===== config.mk =====
export PLATFORM = sky130hd
export DESIGN_NAME = ccsr_ctx
export DESIGN_NICKNAME = d
export VERILOG_FILES = /design/src/ccsr_pkg.sv /design/src/ccsr_fifo.sv /design/src/ccsr_ctx.sv
export SDC_FILE = /design/constraint.sdc
export NUM_CORES = 1
export LEC_CHECK = 0
export BUFFER_PORTS_ARGS = -buffer_cell sky130_fd_sc_hd__buf_2
export CAP_MARGIN = 20
export CORE_MARGIN = 5
export CORE_UTILIZATION = 30
export CTS_CLUSTER_DIAMETER = 200
export DETAILED_ROUTE_END_ITERATION = 12
export PLACE_DENSITY_LB_ADDON = 0.3
export SYNTH_ARGS = -nofsm -noshare
export SYNTH_HDL_FRONTEND = slang
export SYNTH_SLANG_ARGS = --single-unit

===== constraint.sdc =====
create_clock -name i_ref_clk -period 6.22 [get_ports i_ref_clk]
set_input_delay 1.555 -clock i_ref_clk [delete_from_list [all_inputs] [get_ports i_ref_clk]]
set_output_delay 1.555 -clock i_ref_clk [all_outputs]
set_load 0.01 [all_outputs]

===== src/ccsr_pkg.sv =====
// constants, format-word decoding and types for the context save/restore unit
package ccsr_pkg;

  localparam int DATA_W = 32;
  localparam int ADDR_W = 32;
  localparam int CNT_W = 6;
  localparam int FIFO_DEPTH = 16;

  // format word layout: code in the upper byte, byte length in the lower
  localparam int FMT_CODE_HI = 15;
  localparam int FMT_CODE_LO = 8;
  localparam int FMT_LEN_HI = 7;
  localparam int FMT_LEN_LO = 0;
  localparam int LEN_WORD_LO = 2;

  // operation word fields
  localparam int COPROCESSOR_ID_FIELD_HI = 11;
  localparam int COPROCESSOR_ID_FIELD_LO = 9;
  localparam int EAMODE_HI = 5;
  localparam int EAMODE_LO = 0;

  // format word sits in the upper half of the frame's first long word,
  // the filler half below it
  localparam int MEM_FMT_HI = 31;
  localparam int MEM_FMT_LO = 16;
  localparam logic [15:0] FILLER_WORD = 16'h0000;

  localparam logic [7:0] CODE_EMPTY = 8'h00;
  localparam logic [7:0] CODE_NOTRDY = 8'h01;
  localparam logic [7:0] CODE_INVALID = 8'h02;
  localparam logic [7:0] CODE_VALID_MIN = 8'h10;

  // interface register selects
  localparam logic [2:0] IR_SEL_SAVE = 3'h0;
  localparam logic [2:0] IR_SEL_RESTORE = 3'h1;
  localparam logic [2:0] IR_SEL_OPERAND = 3'h2;
  localparam logic [2:0] IR_SEL_CONTROL = 3'h3;
  localparam logic [15:0] CTRL_ABORT_MASK = 16'h0001;

  localparam logic [ADDR_W-1:0] MEM_STEP = 32'h0000_0004;
  localparam logic [CNT_W-1:0] CNT_ONE = 6'h01;
  localparam logic [CNT_W-1:0] CNT_ZERO = 6'h00;

  typedef enum logic [1:0] {
    FC_EMPTY = 2'b00,
    FC_NOTRDY = 2'b01,
    FC_INVALID = 2'b10,
    FC_VALID = 2'b11
  } ccsr_fclass_t;

  // reserved codes fall through to invalid
  function automatic ccsr_fclass_t fmt_class(input logic [15:0] fw);
    logic [7:0] c;
    c = fw[FMT_CODE_HI:FMT_CODE_LO];
    if (c == CODE_EMPTY) begin
      return FC_EMPTY;
    end else if (c == CODE_NOTRDY) begin
      return FC_NOTRDY;
    end else if (c >= CODE_VALID_MIN) begin
      return FC_VALID;
    end else begin
      return FC_INVALID;
    end
  endfunction

  function automatic logic len_ok(input logic [15:0] fw);
    return fw[LEN_WORD_LO-1:FMT_LEN_LO] == 2'h0;
  endfunction

  function automatic logic [CNT_W-1:0] len_words(input logic [15:0] fw);
    return fw[FMT_LEN_HI:LEN_WORD_LO];
  endfunction

endpackage


===== src/ccsr_fifo.sv =====
// synchronous valid/ready fifo for state-frame long words
`timescale 1ns/1ps
`default_nettype none
module ccsr_fifo #(
  parameter int WIDTH = 32,
  parameter int DEPTH = 16
) (
  // clock and reset
  input wire logic i_ref_clk,
  input wire logic i_resetn,
  // fill side
  input wire logic i_in_valid,
  input wire logic [WIDTH-1:0] i_in_data,
  output logic o_in_ready,
  // drain side
  output logic o_out_valid,
  output logic [WIDTH-1:0] o_out_data,
  input wire logic i_out_ready
);
  localparam int PW = $clog2(DEPTH);

  logic [WIDTH-1:0] mem_q [DEPTH];
  logic [PW:0] wr_q;
  logic [PW:0] rd_q;
  logic push;
  logic pop;

  assign o_in_ready = !((wr_q[PW] != rd_q[PW]) &&
                        (wr_q[PW-1:0] == rd_q[PW-1:0]));
  assign o_out_valid = (wr_q != rd_q);
  assign o_out_data = mem_q[rd_q[PW-1:0]];
  assign push = i_in_valid && o_in_ready;
  assign pop = i_out_ready && o_out_valid;

  always_ff @(posedge i_ref_clk) begin
    if (push) begin
      mem_q[wr_q[PW-1:0]] <= i_in_data;
    end
  end

  always_ff @(posedge i_ref_clk) begin
    if (!i_resetn) begin
      wr_q <= '0;
      rd_q <= '0;
    end else begin
      if (push) begin
        wr_q <= wr_q + (PW+1)'(1);
      end
      if (pop) begin
        rd_q <= rd_q + (PW+1)'(1);
      end
    end
  end

endmodule
`default_nettype wire


===== src/ccsr_ctx.sv =====
// context save/restore sequencer of the main processor
`timescale 1ns/1ps
`default_nettype none
module ccsr_ctx
  import ccsr_pkg::*;
#(
  parameter int DEPTH = FIFO_DEPTH
) (
  // clock and reset
  input wire logic i_ref_clk,
  input wire logic i_resetn,
  // instruction start
  input wire logic i_start,
  input wire logic i_is_save,
  input wire logic i_supervisor,
  input wire logic [15:0] i_opword,
  input wire logic [ADDR_W-1:0] i_ea,
  // status
  output logic o_busy,
  output logic o_done,
  output logic o_fmt_err,
  output logic o_priv_viol,
  output logic [15:0] o_last_format,
  output logic [2:0] o_ea_mode_hi,
  output logic [2:0] o_ea_reg,
  // interrupt service
  output logic o_int_svc_req,
  input wire logic i_int_svc_done,
  // interface register port
  output logic o_ir_req,
  output logic o_ir_we,
  output logic [2:0] o_ir_sel,
  output logic [2:0] o_ir_coprocessor_id_field,
  output logic [DATA_W-1:0] o_ir_wdata,
  input wire logic i_ir_ack,
  input wire logic [DATA_W-1:0] i_ir_rdata,
  // memory port
  output logic o_mem_req,
  output logic o_mem_we,
  output logic [ADDR_W-1:0] o_mem_addr,
  output logic [DATA_W-1:0] o_mem_wdata,
  input wire logic i_mem_ack,
  input wire logic [DATA_W-1:0] i_mem_rdata
);

  typedef enum logic [3:0] {
    ST_IDLE = 4'b0000,
    ST_SV_RD = 4'b0001,
    ST_SV_INT = 4'b0010,
    ST_SV_FMT = 4'b0011,
    ST_RS_MRD = 4'b0100,
    ST_RS_WR = 4'b0101,
    ST_RS_RD = 4'b0110,
    ST_XFER = 4'b0111,
    ST_ABORT = 4'b1000
  } ccsr_state_t;

  ccsr_state_t state_q;
  logic save_q;
  logic [ADDR_W-1:0] ea_q;
  logic [ADDR_W-1:0] xaddr_q;
  logic [15:0] fmt_q;
  logic [CNT_W-1:0] src_left_q;
  logic [CNT_W-1:0] snk_left_q;
  logic [5:0] eamode_q;
  logic done_q;
  logic ferr_q;
  logic priv_q;
  logic int_req_q;
  logic ir_req_q;
  logic ir_we_q;
  logic [2:0] ir_sel_q;
  logic [2:0] coprocessor_id_field_q;
  logic [DATA_W-1:0] ir_wdata_q;
  logic mem_req_q;
  logic mem_we_q;
  logic [ADDR_W-1:0] mem_addr_q;
  logic [DATA_W-1:0] mem_wdata_q;

  logic xfer;
  logic f_in_valid;
  logic f_in_ready;
  logic [DATA_W-1:0] f_in_data;
  logic f_out_valid;
  logic f_out_ready;
  logic [DATA_W-1:0] f_out_data;
  logic [15:0] ir_fw;
  logic [15:0] mem_fw;

  assign ir_fw = i_ir_rdata[15:0];
  assign mem_fw = i_mem_rdata[MEM_FMT_HI:MEM_FMT_LO];
  assign xfer = (state_q == ST_XFER);

  // the fifo decouples the two ports so one slow side does not stall the other
  assign f_in_valid = xfer && (save_q ? (ir_req_q && i_ir_ack)
                                      : (mem_req_q && i_mem_ack));
  assign f_in_data = save_q ? i_ir_rdata : i_mem_rdata;
  assign f_out_ready = xfer && (save_q ? !mem_req_q : !ir_req_q);

  ccsr_fifo #(
    .WIDTH(DATA_W),
    .DEPTH(DEPTH)
  ) u_fifo (
    .i_ref_clk(i_ref_clk),
    .i_resetn(i_resetn),
    .i_in_valid(f_in_valid),
    .i_in_data(f_in_data),
    .o_in_ready(f_in_ready),
    .o_out_valid(f_out_valid),
    .o_out_data(f_out_data),
    .i_out_ready(f_out_ready)
  );

  assign o_busy = (state_q != ST_IDLE);
  assign o_done = done_q;
  assign o_fmt_err = ferr_q;
  assign o_priv_viol = priv_q;
  assign o_last_format = fmt_q;
  assign o_ea_mode_hi = eamode_q[5:3];
  assign o_ea_reg = eamode_q[2:0];
  assign o_int_svc_req = int_req_q;
  assign o_ir_req = ir_req_q;
  assign o_ir_we = ir_we_q;
  assign o_ir_sel = ir_sel_q;
  assign o_ir_coprocessor_id_field = coprocessor_id_field_q;
  assign o_ir_wdata = ir_wdata_q;
  assign o_mem_req = mem_req_q;
  assign o_mem_we = mem_we_q;
  assign o_mem_addr = mem_addr_q;
  assign o_mem_wdata = mem_wdata_q;

  always_ff @(posedge i_ref_clk) begin
    if (!i_resetn) begin
      state_q <= ST_IDLE;
      save_q <= 1'b0;
      ea_q <= '0;
      xaddr_q <= '0;
      fmt_q <= '0;
      src_left_q <= CNT_ZERO;
      snk_left_q <= CNT_ZERO;
      eamode_q <= '0;
      coprocessor_id_field_q <= '0;
      done_q <= 1'b0;
      ferr_q <= 1'b0;
      priv_q <= 1'b0;
      int_req_q <= 1'b0;
      ir_req_q <= 1'b0;
      ir_we_q <= 1'b0;
      ir_sel_q <= IR_SEL_SAVE;
      ir_wdata_q <= '0;
      mem_req_q <= 1'b0;
      mem_we_q <= 1'b0;
      mem_addr_q <= '0;
      mem_wdata_q <= '0;
    end else begin
      done_q <= 1'b0;
      ferr_q <= 1'b0;
      priv_q <= 1'b0;
      case (state_q)
        ST_IDLE: begin
          if (i_start) begin
            coprocessor_id_field_q <= i_opword[COPROCESSOR_ID_FIELD_HI:COPROCESSOR_ID_FIELD_LO];
            eamode_q <= i_opword[EAMODE_HI:EAMODE_LO];
            ea_q <= i_ea;
            save_q <= i_is_save;
            if (i_is_save && !i_supervisor) begin
              priv_q <= 1'b1;
            end else if (i_is_save) begin
              ir_req_q <= 1'b1;
              ir_we_q <= 1'b0;
              ir_sel_q <= IR_SEL_SAVE;
              state_q <= ST_SV_RD;
            end else begin
              mem_req_q <= 1'b1;
              mem_we_q <= 1'b0;
              mem_addr_q <= i_ea;
              state_q <= ST_RS_MRD;
            end
          end
        end
        ST_SV_RD: begin
          if (i_ir_ack) begin
            ir_req_q <= 1'b0;
            fmt_q <= ir_fw;
            case (fmt_class(ir_fw))
              FC_NOTRDY: begin
                int_req_q <= 1'b1;
                state_q <= ST_SV_INT;
              end
              FC_INVALID: begin
                // a busy coprocessor may refuse here
                ir_req_q <= 1'b1;
                ir_we_q <= 1'b1;
                ir_sel_q <= IR_SEL_CONTROL;
                ir_wdata_q <= DATA_W'(CTRL_ABORT_MASK);
                state_q <= ST_ABORT;
              end
              FC_VALID: begin
                if (!len_ok(ir_fw)) begin
                  ir_req_q <= 1'b1;
                  ir_we_q <= 1'b1;
                  ir_sel_q <= IR_SEL_CONTROL;
                  ir_wdata_q <= DATA_W'(CTRL_ABORT_MASK);
                  state_q <= ST_ABORT;
                end else begin
                  mem_req_q <= 1'b1;
                  mem_we_q <= 1'b1;
                  mem_addr_q <= ea_q;
                  mem_wdata_q <= {ir_fw, FILLER_WORD};
                  state_q <= ST_SV_FMT;
                end
              end
              default: begin
                mem_req_q <= 1'b1;
                mem_we_q <= 1'b1;
                mem_addr_q <= ea_q;
                mem_wdata_q <= {ir_fw, FILLER_WORD};
                state_q <= ST_SV_FMT;
              end
            endcase
          end
        end
        ST_SV_INT: begin
          if (i_int_svc_done) begin
            int_req_q <= 1'b0;
            ir_req_q <= 1'b1;
            ir_we_q <= 1'b0;
            ir_sel_q <= IR_SEL_SAVE;
            state_q <= ST_SV_RD;
          end
        end
        ST_SV_FMT: begin
          if (i_mem_ack) begin
            mem_req_q <= 1'b0;
            if (fmt_class(fmt_q) != FC_VALID ||
                len_words(fmt_q) == CNT_ZERO) begin
              done_q <= 1'b1;
              state_q <= ST_IDLE;
            end else begin
              src_left_q <= len_words(fmt_q);
              snk_left_q <= len_words(fmt_q);
              xaddr_q <= ea_q + ADDR_W'({fmt_q[FMT_LEN_HI:FMT_LEN_LO],
                                        2'b00});
              state_q <= ST_XFER;
            end
          end
        end
        ST_RS_MRD: begin
          if (i_mem_ack) begin
            mem_req_q <= 1'b0;
            fmt_q <= mem_fw;
            if (fmt_class(mem_fw) == FC_VALID && !len_ok(mem_fw)) begin
              ir_req_q <= 1'b1;
              ir_we_q <= 1'b1;
              ir_sel_q <= IR_SEL_CONTROL;
              ir_wdata_q <= DATA_W'(CTRL_ABORT_MASK);
              state_q <= ST_ABORT;
            end else begin
              ir_req_q <= 1'b1;
              ir_we_q <= 1'b1;
              ir_sel_q <= IR_SEL_RESTORE;
              ir_wdata_q <= DATA_W'(mem_fw);
              state_q <= ST_RS_WR;
            end
          end
        end
        ST_RS_WR: begin
          if (i_ir_ack) begin
            ir_we_q <= 1'b0;
            state_q <= ST_RS_RD;
          end
        end
        ST_RS_RD: begin
          if (i_ir_ack) begin
            case (fmt_class(ir_fw))
              FC_NOTRDY: begin
                // request stays up: immediate reread, no interrupt window
                ir_req_q <= 1'b1;
              end
              FC_EMPTY: begin
                ir_req_q <= 1'b0;
                done_q <= 1'b1;
                state_q <= ST_IDLE;
              end
              FC_INVALID: begin
                ir_we_q <= 1'b1;
                ir_sel_q <= IR_SEL_CONTROL;
                ir_wdata_q <= DATA_W'(CTRL_ABORT_MASK);
                state_q <= ST_ABORT;
              end
              default: begin
                ir_req_q <= 1'b0;
                if (len_words(fmt_q) == CNT_ZERO) begin
                  done_q <= 1'b1;
                  state_q <= ST_IDLE;
                end else begin
                  src_left_q <= len_words(fmt_q);
                  snk_left_q <= len_words(fmt_q);
                  xaddr_q <= ea_q + MEM_STEP;
                  state_q <= ST_XFER;
                end
              end
            endcase
          end
        end
        ST_XFER: begin
          if (snk_left_q == CNT_ZERO) begin
            done_q <= 1'b1;
            state_q <= ST_IDLE;
          end else if (save_q) begin
            if (ir_req_q) begin
              if (i_ir_ack) begin
                ir_req_q <= 1'b0;
                src_left_q <= src_left_q - CNT_ONE;
              end
            end else if (src_left_q != CNT_ZERO && f_in_ready) begin
              ir_req_q <= 1'b1;
              ir_we_q <= 1'b0;
              ir_sel_q <= IR_SEL_OPERAND;
            end
            if (mem_req_q) begin
              if (i_mem_ack) begin
                mem_req_q <= 1'b0;
                snk_left_q <= snk_left_q - CNT_ONE;
                xaddr_q <= xaddr_q - MEM_STEP;
              end
            end else if (f_out_valid) begin
              mem_req_q <= 1'b1;
              mem_we_q <= 1'b1;
              mem_addr_q <= xaddr_q;
              mem_wdata_q <= f_out_data;
            end
          end else begin
            if (mem_req_q) begin
              if (i_mem_ack) begin
                mem_req_q <= 1'b0;
                src_left_q <= src_left_q - CNT_ONE;
                xaddr_q <= xaddr_q + MEM_STEP;
              end
            end else if (src_left_q != CNT_ZERO && f_in_ready) begin
              mem_req_q <= 1'b1;
              mem_we_q <= 1'b0;
              mem_addr_q <= xaddr_q;
            end
            if (ir_req_q) begin
              if (i_ir_ack) begin
                ir_req_q <= 1'b0;
                snk_left_q <= snk_left_q - CNT_ONE;
              end
            end else if (f_out_valid) begin
              ir_req_q <= 1'b1;
              ir_we_q <= 1'b1;
              ir_sel_q <= IR_SEL_OPERAND;
              ir_wdata_q <= f_out_data;
            end
          end
        end
        ST_ABORT: begin
          if (i_ir_ack) begin
            ir_req_q <= 1'b0;
            ferr_q <= 1'b1;
            state_q <= ST_IDLE;
          end
        end
        default: begin
          state_q <= ST_IDLE;
        end
      endcase
    end
  end

  a_priv_no_access: assert property (@(posedge i_ref_clk) disable iff (!i_resetn)
    state_q == ST_IDLE && i_start && i_is_save && !i_supervisor
    |=> priv_q && !ir_req_q ##1 !ir_req_q && state_q == ST_IDLE)
    else $error("user-level save touched the interface registers");
  a_coprocessor_id_field_field: assert property (@(posedge i_ref_clk) disable iff (!i_resetn)
    state_q == ST_IDLE && i_start
    |=> coprocessor_id_field_q == $past(i_opword[11:9]) && eamode_q == $past(i_opword[5:0]))
    else $error("coprocessor id or mode not taken from opword");
  a_save_notrdy_int: assert property (@(posedge i_ref_clk) disable iff (!i_resetn)
    state_q == ST_SV_RD && i_ir_ack && ir_fw[15:8] == CODE_NOTRDY
    |=> int_req_q && !ir_req_q)
    else $error("save not-ready did not request interrupt service");
  a_rst_reread: assert property (@(posedge i_ref_clk) disable iff (!i_resetn)
    state_q == ST_RS_RD && i_ir_ack && ir_fw[15:8] == CODE_NOTRDY
    |=> ir_req_q && !ir_we_q && ir_sel_q == IR_SEL_RESTORE && !int_req_q)
    else $error("restore not-ready was not reread at once");
  a_reserved_abort: assert property (@(posedge i_ref_clk) disable iff (!i_resetn)
    state_q == ST_SV_RD && i_ir_ack && ir_fw[15:8] > CODE_NOTRDY &&
    ir_fw[15:8] < CODE_VALID_MIN
    |=> ir_req_q && ir_we_q && ir_sel_q == IR_SEL_CONTROL &&
        ir_wdata_q[15:0] == CTRL_ABORT_MASK)
    else $error("invalid or reserved save code did not abort");
  a_rst_invalid: assert property (@(posedge i_ref_clk) disable iff (!i_resetn)
    state_q == ST_RS_RD && i_ir_ack && ir_fw[15:8] == CODE_INVALID
    |=> ir_sel_q == IR_SEL_CONTROL && ir_we_q
    ##[1:20] ferr_q)
    else $error("restore invalid did not abort and raise format error");
  a_len_abort: assert property (@(posedge i_ref_clk) disable iff (!i_resetn)
    state_q == ST_SV_RD && i_ir_ack && ir_fw[15:8] >= CODE_VALID_MIN &&
    ir_fw[1:0] != 2'h0
    |=> ir_sel_q == IR_SEL_CONTROL && !mem_req_q)
    else $error("misaligned length was not refused");
  a_empty_fmt: assert property (@(posedge i_ref_clk) disable iff (!i_resetn)
    state_q == ST_SV_RD && i_ir_ack && ir_fw[15:8] == CODE_EMPTY
    |=> mem_req_q && mem_we_q && mem_addr_q == ea_q &&
        mem_wdata_q == {$past(ir_fw), FILLER_WORD})
    else $error("empty format word not stored at the effective address");
  a_first_data_addr: assert property (@(posedge i_ref_clk) disable iff (!i_resetn)
    state_q == ST_SV_FMT && i_mem_ack && fmt_q[15:8] >= CODE_VALID_MIN &&
    fmt_q[7:2] != 6'h00
    |=> xaddr_q == ea_q + {fmt_q[7:0], 2'b00})
    else $error("save data does not start at ea plus length times four");
  a_restore_start: assert property (@(posedge i_ref_clk) disable iff (!i_resetn)
    state_q == ST_IDLE && i_start && !i_is_save
    |=> mem_req_q && !mem_we_q && mem_addr_q == $past(i_ea))
    else $error("restore did not fetch the format word first");
  a_empty_done: assert property (@(posedge i_ref_clk) disable iff (!i_resetn)
    state_q == ST_RS_RD && i_ir_ack && ir_fw[15:8] == CODE_EMPTY
    |=> done_q && !ir_req_q)
    else $error("restore of empty frame did not finish");

endmodule
`default_nettype wire


==> reports/qor.csv, run 1 <==
metric,value,unit
outcome,"complete, no violations",
fillcell total,10400,
asr flop ratio synth,0,%
Placed Area,35200,um2
postcts setup bufs,0,
Final period util,74.2,%
initial core utilization,30.1,%
H-Tree Depth,3,
Final ANT Viol Nets,0,
clock tree sinks,738,
"Arr. time, crit path",5.15,ns
Power Density,351,nW/um2
CP Class,reg2reg,
setup TNS,0,ns
Crit. Startpoint,state_q[2]$_SDFFE_PN0P_,
Util after Layout,35.5,%
peak supply drop,0.189,mV
share of the yosys chip area belonging to registers,61.9,%
post-synth design cell area,32200,um2
Synth Register Bits,738,
Die H,337,um
Syn Area/Cell,13.4,um2
later-pin clock latency in the skew report,0.67,ns
Row Count,120,
DR vias,21600,
"Hold Vio Cnt, Final",0,
Final #Nets,2790,
hold crit path type,reg2reg,
CP required,6.75,ns
synthesized instance count,2398,
RSZ-0062 raised after global routing,no,
Worst Path Max Fanout,22,
Worst Setup End Kind,register,
CTS Hold Bufs,0,
Die ar.,114000,um2
Routed WL per cell,24.8,um
CTS resizes,0,
I/O pin count,253,
buffer depth of the longest clock path,3,
DRT Wirelength,102000,um
Synth Warn #,0,
Worst-path clk slew,0.06,ns
Post-Syn Nets,2563,
Setup Viol. Count Final,0,
GRT Resource Usage Total,17.4,%
largest net degree at the start of global routing,129,
vias per cell,5.27,
register area,19900,um2
crit start category,register,
DR pass1 iterations,6,
Max-Cap Viols,0,
first-pass GRT wire length,145000,um
"final std cell area, no fill",37900,um2
count of cell types in the netlist,82,
"EDFF count, synth",512,
share of cells above drive strength 1,24.8,%
Synth area leaders,"edfxtp_1, dfxtp_1, mux4_2",
DRC Markers,0,
port buffer count,244,
vias in the first global route,20800,
CTS tree,done,
Num CTS Buffers,81,
drt initial violations,1962,
Overflow after GRT,0,
Main synth FF type,edfxtp_1,
Synth area leader,edfxtp_1,
CTS Root Cell,clkbuf_16,
Slew HR,30.7,%
LEAKAGE,0.0128,uW
initial antenna violation count,8,
Synth-to-Final Area Change,17.9,%
GPL Wtd Cong,0.842,
post-synth top area share,47.8,%
count of final max-slew check failures,0,
fmax,217,MHz
DP HPWL,66000,um
die width,337,um
area of the multi-input gates,11600,um2
Reg-to-Reg Start,state_q[2]$_SDFFE_PN0P_,
CP endpoint,xaddr_q[25]$_SDFFE_PN0P_,
Core Region,107000,um2
R2R setup slack,1.60,ns
r2r endpoint,xaddr_q[25]$_SDFFE_PN0P_,
minimum clock period,4.62,ns
reg2reg path depth,13,
Setup Skew,0.0549,ns
worst-margin pin slew,1.04,ns
==> Yosys cell counts (30+ instances only) <==
| library cell | number |
|---|---|
| nand2_1 | 232 |
| dfxtp_1 | 226 |
| inv_1 | 34 |
| a21oi_1 | 165 |
| a311oi_1 | 34 |
| clkbuf_1 | 118 |
| nor3_1 | 30 |
| mux2_2 | 34 |
| o21ai_0 | 75 |
| edfxtp_1 | 512 |
| a22oi_1 | 40 |
| nand3_1 | 34 |
| nor2_1 | 222 |
| mux4_2 | 160 |
| a31oi_1 | 33 |
| mux2i_1 | 37 |
| ha_1 | 43 |
| a211oi_1 | 31 |
==> registers in the layout (all words and copies together), names as in the netlist, 2 cells and up, named ones only <==
signal / count
o_ir_coprocessor_id_field: 3
o_ir_sel: 2
o_ir_wdata: 32
src_left_q: 6
snk_left_q: 6
ea_q: 32
o_mem_addr: 32
o_last_format: 16
u_fifo.rd_q: 5
u_fifo.mem_q: 512
eamode_q: 6
o_mem_wdata: 32
u_fifo.wr_q: 5
xaddr_q: 32
state_q: 4
==> cells by family after synthesis <==
group	share of synthesized area, %
flops	61.9
xor+xnor	1.42
fa+ha+maj	1.80
simple gates	8.93
other cells	0.0117
mux	13.5
compound gates	9.96
buf+inv	2.47
==> power breakdown <==
part / switching, uW / internal [uW] / leakage [uW]
registers: 273 / 5600 / 0.00644
clock network: 2090 / 2830 / 0.00133
logic: 1690 / 807 / 0.00507
total: 4050 / 9250 / 0.0128
==> layout make-up <==
cell class | count | area share, %
Sequential cell | 738 | 52.5
Clock buffer | 104 | 5.81
Antenna cell | 4 | 0.0264
Multi-Input combinational cell | 1470 | 30.7
Tap cell | 1403 | 4.63
Clock inverter | 46 | 1.43
Inverter | 35 | 0.360
Timing Repair Buffer | 299 | 4.54
==> per-layer routing <==
metal	vias up	wire, um	global-route usage [%]
li1	9684	-	-
met4	2	2860	5.19
met1	10900	43100	24.1
met2	857	46700	27.3
met3	123	9180	4.15
met5	-	13	0
==> cells in the final DEF, fill, tap and decap left out, types with 9 or more instances in the layout <==
master,instances
dfxtp_1,221
buf_2,244
clkbuf_1,15
inv_1,34
nand3_1,34
clkinv_2,17
xnor2_1,27
and2_1,27
o31ai_1,10
a2bb2oi_1,17
o211ai_1,12
and3_1,9
mux4_2,160
nand2b_1,16
mux2_2,34
clkbuf_16,82
a211oi_1,30
nor3_1,24
buf_4,48
a31oi_1,33
nor4_1,11
o21a_1,11
a22oi_1,40
a21o_1,18
mux2i_1,37
nand4_1,17
nand2_1,230
a21oi_1,165
or3_1,11
ha_1,43
nor2_1,205
a311oi_1,34
o21ai_0,75
xor2_1,25
edfxtp_1,512
nor2_4,16
==> metrics by stage <==
| step | worst slack [ns] | cells | power, uW | hold WS [ns] |
|---|---|---|---|---|
| after floorplan | 0.607 | 2398 | 7470 | 0.445 |
| after global placement | 1.56 | 3945 | 8440 | 0.442 |
| after detailed placement | 1.53 | 3945 | 8470 | 0.444 |
| after CTS | 1.63 | 4095 | 13400 | 0.452 |
| after global routing | 1.37 | 4096 | 13900 | 0.480 |
| final | 1.60 | 4099 | 13300 | 0.450 |
==> worst min path at each step <==
stage,end,from,cells past startpoint,slack [ns]
after floorplan,snk_left_q[1]$_SDFFE_PN0P_,snk_left_q[1]$_SDFFE_PN0P_,2,0.44
after global placement,eamode_q[4]$_SDFFE_PN0P_,eamode_q[4]$_SDFFE_PN0P_,2,0.44
after detailed placement,eamode_q[0]$_SDFFE_PN0P_,eamode_q[0]$_SDFFE_PN0P_,2,0.44
after CTS,eamode_q[0]$_SDFFE_PN0P_,eamode_q[0]$_SDFFE_PN0P_,2,0.45
after global routing,eamode_q[5]$_SDFFE_PN0P_,eamode_q[5]$_SDFFE_PN0P_,2,0.48
final,eamode_q[0]$_SDFFE_PN0P_,eamode_q[0]$_SDFFE_PN0P_,2,0.45
==> critical path, stage by stage (launching register included) <==
cell	delay (ns)
dfxtp_1	0.31
buf_4	0.25
nor2b_1	0.31
nand3b_1	0.42
and2_1	0.36
ha_1	0.30
a211oi_1	0.33
o211ai_1	0.19
a31oi_1	0.71
nand2b_1	0.55
nor4_1	0.12
o21ai_0	0.16
o21ai_0	0.11
a2111oi_0	0.36
Power figures use the tool's default switching activity.
==> run 2, diff against run 1 <==
--- a/config.mk
+++ b/config.mk
@@ -5,6 +5,7 @@
 export SDC_FILE = /design/constraint.sdc
 export NUM_CORES = 1
 export LEC_CHECK = 0
+export ABC_AREA = 1
 export BUFFER_PORTS_ARGS = -buffer_cell sky130_fd_sc_hd__buf_2
 export CAP_MARGIN = 20
 export CORE_MARGIN = 5
==> constraint.sdc (replaced) <==
create_clock -name i_ref_clk -period 4.1 [get_ports i_ref_clk]
set_input_delay 1.025 -clock i_ref_clk [delete_from_list [all_inputs] [get_ports i_ref_clk]]
set_output_delay 1.025 -clock i_ref_clk [all_outputs]
set_load 0.01 [all_outputs]
==> run 2 against run 1 <==
Against the previous run: fmax grew 34%; largest power group unchanged; sequential share of layout area shrank 2.6 points; global-route usage grew 2.0 points; register-to-register slack lost 0.95 ns.
==> reports/qor.csv, run 2 <==
metric,value,unit
Synth Warn #,0,
Placed Area,37100,um2
internal cell power,14800,uW
Row Count,123,
CP Class,reg2reg,
share of cells above drive strength 1,13.1,%
RSZ-0062 raised after global routing,no,
Synth area leaders,"edfxtp_1, dfxtp_1, nor2_1",
Sw Ratio,32.8,%
Synth Register Bits,738,
clock tree sinks,738,
Synth-to-Final Area Change,17.9,%
Min-Delay Startpoint,eamode_q[5]$_SDFFE_PN0P_,
post-synth design cell area,33900,um2
share of the yosys chip area belonging to registers,58.7,%
DRC Markers,0,
initial core utilization,30.2,%
Syn Area/Cell,9.15,um2
max FFs per register,512,
I/O pin count,253,
port buffer count,244,
Power Density,550,nW/um2
H-Tree Depth,3,
first-pass GRT wire length,175000,um
vias in the first global route,25800,
DR pass1 iterations,7,
count of cell types in the netlist,47,
Synth area leader,edfxtp_1,
crit start category,register,
initial antenna violation count,13,
count of final max-slew check failures,0,
later-pin clock latency in the skew report,0.65,ns
Final ANT Viol Nets,0,
peak supply drop,0.323,mV
Main synth FF type,edfxtp_1,
LEAKAGE,0.0152,uW
Switch Pwr,7190,uW
Setup Viol. Count Final,0,
die width,346,um
Final #Nets,4078,
DP HPWL,82000,um
"Worst Setup Slack, final",0.653,ns
Die ar.,120000,um2
Final period util,84.1,%
Clk pwr share,34.7,%
vias per cell,5.14,
synthesized instance count,3702,
"most common cell after layout, fill and taps aside",nor2_1,
CTS Hold Bufs,0,
CTS tree,done,
Place WS,0.565,ns
Num CTS Buffers,84,
"Arr. time, crit path",3.98,ns
DRT Wirelength,122000,um
"Hold Vio Cnt, Final",0,
Slew HR,24.4,%
Overflow after GRT,0,
GPL Wtd Cong,0.921,
Core Region,112000,um2
CP required,4.63,ns
postcts setup bufs,0,
setup TNS,0,ns
Flop pwr share,41.8,%
"final std cell area, no fill",39900,um2
hold crit path type,reg2reg,
largest net degree at the start of global routing,193,
asr flop ratio synth,0,%
Reg-to-Reg Start,state_q[3]$_SDFFE_PN0P_,
Setup Skew,0.0237,ns
fmax,290,MHz
drt initial violations,2697,
total power,22000,uW
fillcell total,11500,
Worst Setup End Kind,register,
CTS resizes,0,
Crit. Startpoint,state_q[3]$_SDFFE_PN0P_,
minimum clock period,3.45,ns
Worst Path Max Fanout,12,
outcome,"complete, no violations",
Comb pwr share,23.6,%
buffer depth of the longest clock path,3,
Max-Cap Viols,0,
most frequent cells in the layout,"nor2_1, nand2_1, edfxtp_1, o21ai_0, a21oi_1",
worst-margin pin slew,1.13,ns
Routed WL per cell,22.2,um
GRT Resource Usage Total,19.4,%
DR vias,28200,
Die H,346,um
most frequent cell after synthesis,nor2_1,
Commonest cells post-synth,"nor2_1, nand2_1, edfxtp_1, o21ai_0, a21oi_1",
post-synth top area share,45.4,%
"EDFF count, synth",512,
Worst-path clk slew,0.06,ns
Post-Syn Nets,3867,
CTS Root Cell,clkbuf_16,
[run 2: cell count changes after synthesis, sizes merged, moves of 37 or more]
| cell | previous run | this run |
|---|---|---|
| a21oi | 165 | 258 |
| a22oi | 40 | 1 |
| buf | 31 | 87 |
| inv | 34 | 250 |
| mux2i | 37 | 0 |
| mux4 | 160 | 0 |
| nand2 | 232 | 580 |
| nand3 | 34 | 204 |
| nor2 | 222 | 652 |
| o211ai | 12 | 133 |
| o21ai | 77 | 454 |
[run 2: cells by family (layout without fill, tap and decap cells)]
kind of cell / Yosys count / after routing / synth area share, %
XOR/XNOR: 23 / 23 / 0.595
flip-flops: 738 / 738 / 58.7
AO/OA/AOI/OAI: 933 / 933 / 15.5
adder cells (fa/ha/maj): 45 / 45 / 1.71
buffers and inverters: 461 / 742 / 5.46
other: 1 / 4 / 0.0111
AND/OR/NAND/NOR: 1501 / 1501 / 18.0
[run 2: through the flow]
| step | hold slack, ns | utilization [%] | std cells |
|---|---|---|---|
| after global placement | 0.446 | 33.0 | 5327 |
| after floorplan | 0.448 | - | 3702 |
| after global routing | 0.477 | 35.5 | 5485 |
| final | 0.461 | 35.5 | 5486 |
| after CTS | 0.460 | 35.5 | 5483 |
| after detailed placement | 0.452 | 33.0 | 5327 |
[run 2: final timing paths]
kind                                   end  slack (ns)  depth (start not counted)
setup / recovery  xaddr_q[26]$_SDFFE_PN0P_        0.65                         18
hold / removal    eamode_q[5]$_SDFFE_PN0P_        0.46                          2
setup reg to reg  xaddr_q[26]$_SDFFE_PN0P_        0.65                         18
hold reg to reg   eamode_q[5]$_SDFFE_PN0P_        0.46                          2
[run 2: final cells by class]
type	instances	area, um2	area share [%]
clock inverter	28	338	0.846
sequential	738	19900	49.9
timing repair buffer	336	2110	5.30
inverter	250	948	2.38
tap	1500	1880	4.70
clock buffer	128	2450	6.15
antenna	3	7.51	0.0188
multi-input combinational	2503	12300	30.7
[run 2: worst max-delay path, cell delays in order (launching register included)]
cell and delay [ns]:
dfxtp_1 0.41, inv_1 0.12, nand2_1 0.16, nor2_1 0.09
nand2_2 0.13, inv_2 0.14, or2_2 0.30, ha_1 0.22
fa_1 0.38, nand2_1 0.10, nand3_1 0.06, o21ai_0 0.14
inv_1 0.16, nand2_1 0.09, nand2_1 0.19, nand3_1 0.15
nand3_1 0.23, nand3_1 0.17, a21oi_1 0.07
[run 2: power by group through the flow]
stage	clock, uW	combinational, uW	sequential, uW
2_1_floorplan	0	2830	9370
3_3_place_gp	0	5020	9310
3_5_place_dp	0	5060	9300
4_1_cts	7720	5080	9150
5_1_grt	8040	5600	9210
6_report	7610	5180	9170
[run 2: per-layer routing]
| layer | routed length, um | vias up | track usage, % |
|---|---|---|---|
| met5 | 50 | - | 0 |
| met4 | 3580 | 8 | 5.61 |
| met3 | 13000 | 174 | 6.80 |
| met2 | 50100 | 1156 | 27.7 |
| met1 | 54900 | 13600 | 27.7 |
| li1 | - | 13200 | - |
